==> config.mk <==
export PLATFORM = sky130hd
export DESIGN_NAME = thermal_clock_throttle
export DESIGN_NICKNAME = d
export VERILOG_FILES = /design/src/hdl/throttle_pkg.sv /design/src/hdl/step_divider.sv /design/src/hdl/thermal_clock_throttle.sv
export SDC_FILE = /design/constraint.sdc
export NUM_CORES = 1
export LEC_CHECK = 0
export ABC_AREA = 1
export BUFFER_PORTS_ARGS = -buffer_cell sky130_fd_sc_hd__clkbuf_2
export CAP_MARGIN = 0
export CORE_UTILIZATION = 50
export DETAILED_ROUTE_END_ITERATION = 10
export MAX_ROUTING_LAYER = met4
export PLACE_DENSITY_LB_ADDON = 0.3
export SYNTH_ARGS = -nofsm -noshare
export SYNTH_HDL_FRONTEND = slang
export SYNTH_HIERARCHICAL = 1
export SYNTH_SLANG_ARGS = --single-unit
==> constraint.sdc <==
create_clock -name CLK_SYS -period 2.7 [get_ports CLK_SYS]
set_input_delay 0.135 -clock CLK_SYS [delete_from_list [all_inputs] [get_ports CLK_SYS]]
set_output_delay 0.135 -clock CLK_SYS [all_outputs]
set_load 0.01 [all_outputs]
==> src/hdl/throttle_pkg.sv <==
// Package for the thermal clock throttle: offsets, fields, timing, types.
// Assumes a 200 MHz system clock and an 8-bit die temperature code, 1 C/LSB.
package throttle_pkg;

  // ----------------------------------------------------------------
  // Timing
  // ----------------------------------------------------------------
  localparam int CLK_PERIOD_NS = 5;
  // Longest single clock-off or clock-on stretch while throttling
  localparam int MAX_PHASE_NS  = 3000;
  localparam int MAX_PHASE_CYC = MAX_PHASE_NS / CLK_PERIOD_NS;
  // Eighths per modulation period; 7 eighths is the longest on stretch
  localparam int NUM_STEPS     = 8;
  localparam int MAX_ON_STEPS  = 7;
  localparam int STEP_CYCLES   = MAX_PHASE_CYC / MAX_ON_STEPS;
  // Hysteresis hold time before automatic throttling may end
  localparam int HYST_NS       = 2000;
  localparam int HYST_CYC      = (HYST_NS + CLK_PERIOD_NS - 1) / CLK_PERIOD_NS;

  // ----------------------------------------------------------------
  // Hidden temperature thresholds (degrees C codes)
  // ----------------------------------------------------------------
  localparam logic [7:0] HOT_TRIP_C     = 8'h7D;
  localparam logic [7:0] HOT_RELEASE_C  = 8'h7A;
  localparam logic [7:0] CAT_TRIP_C     = 8'h87;

  // ----------------------------------------------------------------
  // Register map (byte addresses)
  // ----------------------------------------------------------------
  localparam logic [7:0] CTRL_OFS   = 8'h00;
  localparam logic [7:0] STATUS_OFS = 8'h04;
  localparam logic [7:0] EVENT_OFS  = 8'h08;

  localparam int CTRL_AUTO_BIT  = 0;
  localparam int CTRL_DUTY_LSB  = 1;
  localparam int CTRL_OD_BIT    = 4;
  localparam int CTRL_EVA_BIT   = 5;
  localparam int CTRL_EVD_BIT   = 6;
  localparam int CTRL_WIDTH     = 7;
  localparam int STATUS_WIDTH   = 4;
  localparam int EVENT_WIDTH    = 2;

  localparam logic [6:0] CTRL_RESET  = 7'h00;
  localparam logic [2:0] AUTO_DUTY   = 3'h4;
  localparam logic [2:0] DUTY_OFF    = 3'h0;

  // ----------------------------------------------------------------
  // Types
  // ----------------------------------------------------------------
  typedef struct packed {
    logic       ev_deassert_en;
    logic       ev_assert_en;
    logic       od_en;
    logic [2:0] duty;
    logic       auto_en;
  } ctrl_s;

  typedef struct packed {
    logic trip;
    logic core_clk_on;
    logic auto_hot;
    logic throttling;
  } status_s;

  typedef struct packed {
    logic deasserted;
    logic asserted;
  } event_s;

  typedef enum logic [1:0] {
    AUTO_IDLE = 2'b00,
    AUTO_HOT  = 2'b01,
    AUTO_HYST = 2'b11
  } auto_state_e;

endpackage : throttle_pkg

==> src/hdl/step_divider.sv <==
// Step divider: a one-cycle tick every STEP_CYCLES clocks while running.
// Assumes the caller restarts it with run low whenever throttling starts.
module step_divider
  import throttle_pkg::*;
(
  // Clock and reset
  input  wire logic clk,
  input  wire logic rst_n,
  // Control
  input  wire logic run,
  // Enable pulse
  output logic      tick
);

  localparam logic [9:0] LAST = 10'(STEP_CYCLES - 1);

  logic [9:0] count;
  wire        at_last = (count == LAST);

  always_ff @(posedge clk or negedge rst_n) begin
    if (!rst_n) begin
      count <= 10'h000;
    end else if (!run || at_last) begin
      count <= 10'h000;
    end else begin
      count <= count + 10'h001;
    end
  end

  always_ff @(posedge clk or negedge rst_n) begin
    if (!rst_n) begin
      tick <= 1'b0;
    end else begin
      tick <= run && at_last;
    end
  end

endmodule : step_divider

==> src/hdl/thermal_clock_throttle.sv <==
// Thermal clock throttle: gates core clocks under heat or software demand,
// drives the hot and catastrophic trip pins, APB register slave.
// Assumes DIE_TEMP is synchronous to CLK_SYS and the clock tree obeys
// CORE_CLK_EN and UNCORE_CLK_EN within one cycle.
//
// The APB interface to the registers and the address map were chosen for this implementation.
module thermal_clock_throttle
  import throttle_pkg::*;
(
  // Clock and reset
  input  wire logic        CLK_SYS,
  input  wire logic        RESETN,
  // APB slave
  input  wire logic        PSEL,
  input  wire logic        PENABLE,
  input  wire logic        PWRITE,
  input  wire logic [7:0]  PADDR,
  input  wire logic [31:0] PWDATA,
  input  wire logic [3:0]  PSTRB,
  output logic [31:0]      PRDATA,
  output logic             PREADY,
  output logic             PSLVERR,
  // Temperature sensor
  input  wire logic [7:0]  DIE_TEMP,
  // Clock tree controls
  output logic             CORE_CLK_EN,
  output logic             UNCORE_CLK_EN,
  // Platform pins and event
  output logic             THERMAL_HOT_OUT_N,
  output logic             CATASTROPHIC_TRIP_OUT_N,
  output logic             THROTTLE_EVENT
);

  // ----------------------------------------------------------------
  // APB decode
  // ----------------------------------------------------------------
  wire setup_phase = PSEL && !PENABLE;
  wire access      = PSEL && PENABLE && PREADY;
  wire wr_access   = access && PWRITE;
  wire hit_ctrl    = (PADDR == CTRL_OFS);
  wire hit_status  = (PADDR == STATUS_OFS);
  wire hit_event   = (PADDR == EVENT_OFS);
  wire mapped      = hit_ctrl || hit_status || hit_event;
  wire wr_ctrl     = wr_access && hit_ctrl && PSTRB[0];
  wire wr_event    = wr_access && hit_event && PSTRB[0];

  // ----------------------------------------------------------------
  // Registers and state
  // ----------------------------------------------------------------
  ctrl_s        ctrl;
  event_s       events;
  auto_state_e  auto_state;
  auto_state_e  next_auto_state;
  logic [8:0]   hyst_count;
  logic [2:0]   phase;
  logic         throttling;
  logic         trip;

  // ----------------------------------------------------------------
  // Temperature compares
  // ----------------------------------------------------------------
  // Thresholds are constants only; no register reads or writes them
  // fixed hidden thresholds
  wire temp_hot   = (DIE_TEMP >= HOT_TRIP_C);
  wire temp_cool  = (DIE_TEMP <= HOT_RELEASE_C);
  wire temp_cat   = (DIE_TEMP >= CAT_TRIP_C);
  wire hyst_done  = (hyst_count == 9'h000);

  // ----------------------------------------------------------------
  // Automatic mode state machine
  // ----------------------------------------------------------------
  always_comb begin
    next_auto_state = auto_state;
    unique case (auto_state)
      AUTO_IDLE: begin
        if (ctrl.auto_en && temp_hot) begin
          next_auto_state = AUTO_HOT;
        end
      end
      AUTO_HOT: begin
        if (!ctrl.auto_en) begin
          next_auto_state = AUTO_IDLE;
        end else if (temp_cool) begin
          next_auto_state = AUTO_HYST;
        end
      end
      AUTO_HYST: begin
        if (!ctrl.auto_en) begin
          next_auto_state = AUTO_IDLE;
        end else if (!temp_cool) begin
          next_auto_state = AUTO_HOT;
        end else if (hyst_done) begin
          next_auto_state = AUTO_IDLE;
        end
      end
      default: begin
        next_auto_state = AUTO_IDLE;
      end
    endcase
  end

  always_ff @(posedge CLK_SYS or negedge RESETN) begin
    if (!RESETN) begin
      auto_state <= AUTO_IDLE;
    end else begin
      auto_state <= next_auto_state;
    end
  end

  // Timer reloads on every hot sample, so brief dips do not end throttling
  // hysteresis timer
  wire hyst_load = (auto_state != AUTO_HYST) || !temp_cool;

  always_ff @(posedge CLK_SYS or negedge RESETN) begin
    if (!RESETN) begin
      hyst_count <= 9'h000;
    end else if (hyst_load) begin
      hyst_count <= 9'(HYST_CYC - 1);
    end else if (!hyst_done) begin
      hyst_count <= hyst_count - 9'h001;
    end
  end

  // ----------------------------------------------------------------
  // Throttle activation and duty selection
  // ----------------------------------------------------------------
  wire auto_hot   = (auto_state != AUTO_IDLE);
  wire od_active  = ctrl.od_en && (ctrl.duty != DUTY_OFF);
  // A latched trip beats both modes: the clocks stop outright instead,
  // so the hot pin must not claim modulation that is not happening.
  // on-demand regardless of temperature
  wire next_throttling = !trip && (auto_hot || od_active);

  wire [2:0] on_steps = auto_hot ? AUTO_DUTY : ctrl.duty;

  always_ff @(posedge CLK_SYS or negedge RESETN) begin
    if (!RESETN) begin
      throttling <= 1'b0;
    end else begin
      throttling <= next_throttling;
    end
  end

  // ----------------------------------------------------------------
  // Modulation step timing
  // ----------------------------------------------------------------
  // Steps are counted in CLK_SYS cycles, so the period does not follow the
  // core clock rate; the step is sized so seven steps stay under the limit.
  // period in CLK_SYS cycles
  logic step_tick;

  step_divider u_step (
    .clk   (CLK_SYS),
    .rst_n (RESETN),
    .run   (throttling),
    .tick  (step_tick)
  );

  always_ff @(posedge CLK_SYS or negedge RESETN) begin
    if (!RESETN) begin
      phase <= 3'h0;
    end else if (!throttling) begin
      phase <= 3'h0;
    end else if (step_tick) begin
      phase <= phase + 3'h1;
    end
  end

  // Phase below the on count means clocks run in this eighth
  // alternate clocks off and on
  wire core_on_slot = !throttling || (phase < on_steps);
  wire next_core_en = !trip && !temp_cat && core_on_slot;

  // Snoop and interrupt logic sit on the uncore clock, which only a
  // catastrophic trip stops.
  // uncore never throttled
  wire next_uncore_en = !trip && !temp_cat;

  always_ff @(posedge CLK_SYS or negedge RESETN) begin
    if (!RESETN) begin
      CORE_CLK_EN <= 1'b0;
    end else begin
      CORE_CLK_EN <= next_core_en;
    end
  end

  always_ff @(posedge CLK_SYS or negedge RESETN) begin
    if (!RESETN) begin
      UNCORE_CLK_EN <= 1'b0;
    end else begin
      UNCORE_CLK_EN <= next_uncore_en;
    end
  end

  // ----------------------------------------------------------------
  // Catastrophic trip
  // ----------------------------------------------------------------
  // Driven only from the sensor; no bus access, no core activity.
  // sensor-only path
  always_ff @(posedge CLK_SYS or negedge RESETN) begin
    if (!RESETN) begin
      trip <= 1'b0;
    end else if (temp_cat) begin
      trip <= 1'b1;
    end
  end

  always_ff @(posedge CLK_SYS or negedge RESETN) begin
    if (!RESETN) begin
      CATASTROPHIC_TRIP_OUT_N <= 1'b1;
    end else begin
      CATASTROPHIC_TRIP_OUT_N <= !(trip || temp_cat);
    end
  end

  // ----------------------------------------------------------------
  // Hot pin and throttle events
  // ----------------------------------------------------------------
  wire rise = next_throttling && !throttling;
  wire fall = !next_throttling && throttling;

  always_ff @(posedge CLK_SYS or negedge RESETN) begin
    if (!RESETN) begin
      THERMAL_HOT_OUT_N <= 1'b1;
    end else begin
      THERMAL_HOT_OUT_N <= !next_throttling;
    end
  end

  wire next_event = (rise && ctrl.ev_assert_en) ||
                    (fall && ctrl.ev_deassert_en);

  always_ff @(posedge CLK_SYS or negedge RESETN) begin
    if (!RESETN) begin
      THROTTLE_EVENT <= 1'b0;
    end else begin
      THROTTLE_EVENT <= next_event;
    end
  end

  // Sticky log of entries and exits; write one clears, a new edge in
  // the same cycle wins over the clear.
  wire [1:0] ev_set   = {fall, rise};
  wire [1:0] ev_clear = wr_event ? PWDATA[EVENT_WIDTH-1:0] : 2'b00;

  always_ff @(posedge CLK_SYS or negedge RESETN) begin
    if (!RESETN) begin
      events <= '0;
    end else begin
      events <= event_s'((events & ~ev_clear) | ev_set);
    end
  end

  // ----------------------------------------------------------------
  // Control register
  // ----------------------------------------------------------------
  // Takes effect at the access edge; on-demand throttling follows one cycle later, automatic throttling two cycles later
  always_ff @(posedge CLK_SYS or negedge RESETN) begin
    if (!RESETN) begin
      ctrl <= ctrl_s'(CTRL_RESET);
    end else if (wr_ctrl) begin
      ctrl <= ctrl_s'(PWDATA[CTRL_WIDTH-1:0]);
    end
  end

  // ----------------------------------------------------------------
  // Read mux and APB answer
  // ----------------------------------------------------------------
  status_s status;
  assign status = '{trip:        trip,
                    core_clk_on: CORE_CLK_EN,
                    auto_hot:    auto_hot,
                    throttling:  throttling};

  wire [31:0] rd_ctrl   = {25'h000_0000, ctrl};
  wire [31:0] rd_status = {28'h000_0000, status};
  wire [31:0] rd_event  = {30'h0000_0000, events};
  wire [31:0] rd_data   = hit_ctrl   ? rd_ctrl   :
                          hit_status ? rd_status :
                          hit_event  ? rd_event  : 32'h0000_0000;

  // One access cycle: ready is raised by the setup cycle, so no wait
  // states are ever inserted and the master never stalls.
  wire        next_ready  = setup_phase;
  wire        next_slverr = setup_phase && !mapped;
  // Read data only in the access cycle of a read; zero otherwise so a
  // stale word never shows on the bus.
  wire [31:0] next_prdata = (setup_phase && !PWRITE) ? rd_data :
                                                       32'h0000_0000;

  always_ff @(posedge CLK_SYS or negedge RESETN) begin
    if (!RESETN) begin
      PREADY <= 1'b0;
    end else begin
      PREADY <= next_ready;
    end
  end

  always_ff @(posedge CLK_SYS or negedge RESETN) begin
    if (!RESETN) begin
      PSLVERR <= 1'b0;
    end else begin
      PSLVERR <= next_slverr;
    end
  end

  always_ff @(posedge CLK_SYS or negedge RESETN) begin
    if (!RESETN) begin
      PRDATA <= 32'h0000_0000;
    end else begin
      PRDATA <= next_prdata;
    end
  end

endmodule : thermal_clock_throttle

==> impl_metrics.json <==
{
  "status": "completed",
  "arrival_ns": 1.87,
  "die_w_um": 76.49,
  "wire_per_inst_um": 11.43,
  "grt_pass1_wl_um": 9059,
  "cp-end-kind": "register",
  "vdd_drop_max_uv": 300.3,
  "leakagePower_nw": 1.611,
  "yosysTopAreaCell": "dfrtp_1",
  "area_growth_pct": 11.77,
  "post-dp-hpwl_um": 3979,
  "finalCriticalPeriod_ns": 1.633,
  "setup_slack_ns": 1.067,
  "ys_async_sr_fraction_pct": 100.0,
  "tightest_slew_ns": 0.6085,
  "vias": 2146,
  "postRouteAntennaNets": 0,
  "yosys-top-cells-area": "dfrtp_1 43%, nand2_1 8.3%, buf_4 6.8%",
  "slew_violations": 0,
  "start_util_pct": 52.96,
  "port_buffers": 42,
  "cts.sinks": 50,
  "avgSynthCellArea_sq_um": 8.457,
  "dp.cells": 440,
  "cts.htree.levels": 2,
  "postCtsSetupBuffers": 0,
  "dpl_cell_area_sq_mm": 0.002982,
  "start_kind": "register",
  "hp-class": "input pin to register",
  "drv_cap": 0,
  "dr.pass1.iters": 6,
  "fin_tns_setup_ns": 0,
  "cts.clk_slew.worst_paths_ns": 0.09,
  "ys_seq_area_share_pct": 45.20,
  "cts_root_buf": "clkbuf_8",
  "powerDensity_mw_per_mm2": 499.7,
  "fin_nets": 441,
  "cts-buffers-inserted": 5,
  "viasPerCell": 4.780,
  "drive_above_1_share_pct": 23.48,
  "grt_pass1_vias": 2022,
  "cts_tree": "yes",
  "finClkSkew_ns": 0.009009,
  "relSlewSlack_pct": 59.43,
  "path_class": "register to register",
  "synthCells": 328,
  "hold_ws_ns": 0.04997,
  "synth_top_area_share_pct": 43.30,
  "grtUsageTotal_pct": 20.17,
  "yosysUniqueCellTypes": 30,
  "clk_path_buf_depth": 2,
  "n_antenna_cell": 0,
  "grt_overflow_total": 0,
  "period_share_pct": 60.48,
  "critPathMaxFanout": 5,
  "syn-cell-area_sq_mm": 0.002774,
  "cp.required_ns": 2.94,
  "synthTopCellsByCount": "61 x nand2_1, 48 x dfrtp_1, 42 x nor2_1",
  "max_freq_ghz": 0.6124,
  "antenna_found_initial": 0,
  "rsz0062_at_grt": "no",
  "wl_um": 5133,
  "worstSkewPairLatency_ns": 0.31,
  "yosys_warnings": 6,
  "stdcell_count": 449,
  "grt_max_degree": 27,
  "core_sq_mm": 0.005238,
  "synth_edf_count": 0,
  "globalplace.congestion": 0.8023,
  "hold_violations": 0,
  "synth_most_common_cell": "nand2_1",
  "place_ws_ns": 1.095,
  "placementRows": 26,
  "ys_ff_latch": 50,
  "dieArea_sq_mm": 0.005850,
  "die_h_um": 76.49,
  "setup-violations-final": 0,
  "design_area_sq_mm": 0.003100,
  "drtIter0Drc": 98,
  "fillers": 484,
  "synthFlopType": "dfrtp_1",
  "drc": 0,
  "pin_count": 96
}
## layout make-up
type	instances	area, sq um	area share, %
Timing Repair Buffer	44	227.7	7.345
Tap cell	70	87.58	2.825
Sequential cell	50	1254	40.44
Clock inverter	3	40.04	1.291
Inverter	44	165.2	5.327
Clock buffer	5	68.82	2.220
Multi-Input combinational cell	233	1257	40.56
## repair_timing
item,CTS,global route
endpoints found under the hold margin,24,0
hold buffers,1,0
gates resized for setup,0,0
## logic make-up (layout without fill, tap and decap cells)
group                    Yosys count  after routing  synth area share (%)
multiplexers                       5              5                 2.706
XOR/XNOR                           6              6                 1.894
AO/OA/AOI/OAI                     29             29                 5.322
buffers and inverters             69             96                 12.72
AND/OR/NAND/NOR                  162            162                 29.32
other                              1             25                0.1352
adder cells (fa/ha/maj)            6              6                 2.706
flip-flops                        50             50                 45.20
## placed cells by master (no fill, tap or decap)
master	n
nand2_1	61
dfrtp_1	48
nor2_1	42
clkbuf_2	42
inv_1	40
conb_1	25
nand3_1	21
a21oi_1	16
o21ai_0	9
nor2_2	7
ha_1	6
nor2_4	5
nand2_2	5
mux2_4	5
clkbuf_8	5
nand2_4	4
nor4_1	4
inv_2	4
xor2_1	4
nand4_1	4
o21ai_1	3
dfstp_2	2
nor3_1	2
clkinv_2	2
nand3_2	2
xnor2_1	2
nor2_8	1
nor4_4	1
o31ai_1	1
nand3b_1	1
nor3_2	1
or2_2	1
bufinv_16	1
dlygate4sd3_1	1
buf_4	1
## report_power, final
group | switching (mW) | total, mW | internal (mW)
Combinational | 0.156 | 0.237 | 0.0809
Clock | 0.247 | 0.520 | 0.273
Sequential | 0.0230 | 0.792 | 0.769
Total | 0.426 | 1.55 | 1.12
## path summary, 6_finish.rpt
kind,start,end,slack (ns),cells past startpoint
worst max-delay path,auto_state[0],CORE_CLK_EN,1.07,7
max in group asynchronous,RESETN,CATASTROPHIC_TRIP_OUT_N,1.51,3
worst min-delay path,PWDATA[4],ctrl[4],0.05,2
min in group asynchronous,RESETN,u_step/count[4],0.36,2
worst max register to register,auto_state[0],CORE_CLK_EN,1.07,7
worst min register to register,trip,CATASTROPHIC_TRIP_OUT_N,0.48,1
## through the flow
stage | utilization (%) | total power [mW]
3_5_place_dp | 56.93 | 1.041
6_report | 59.20 | 1.549
5_1_grt | 59.20 | 1.630
4_1_cts | 59.20 | 1.560
2_1_floorplan | - | 0.9892
3_3_place_gp | 56.93 | 1.031
## registers in the layout, indices dropped and copies added, names as in the netlist
signal / count
phase: 3
ctrl: 7
u_step/tick: 1
trip: 1
PRDATA: 7
auto_state: 2
hyst_count: 9
throttling: 1
events: 2
THERMAL_HOT_OUT_N: 1
THROTTLE_EVENT: 1
PSLVERR: 1
PREADY: 1
CATASTROPHIC_TRIP_OUT_N: 1
CORE_CLK_EN: 1
UNCORE_CLK_EN: 1
u_step/count: 10
## critical path: stages, from the launching register on
cell and delay [ns]:
dfrtp_1 0.44, nor2_1 0.34, inv_1 0.11, nor2_1 0.11, ha_1 0.25, a21oi_1 0.14
a21oi_1 0.09, nor2_1 0.10
## per-layer routing
metal / track usage (%) / part of all wire, % / vias up
met2: 31.89 / 47 / 65
met4: 6.538 / 1.5 / 0
met1: 25.93 / 47 / 984
li1: - / - / 1090
met5: - / 0 / -
met3: 4.192 / 4.9 / 7
Power figures use the tool's default switching activity.
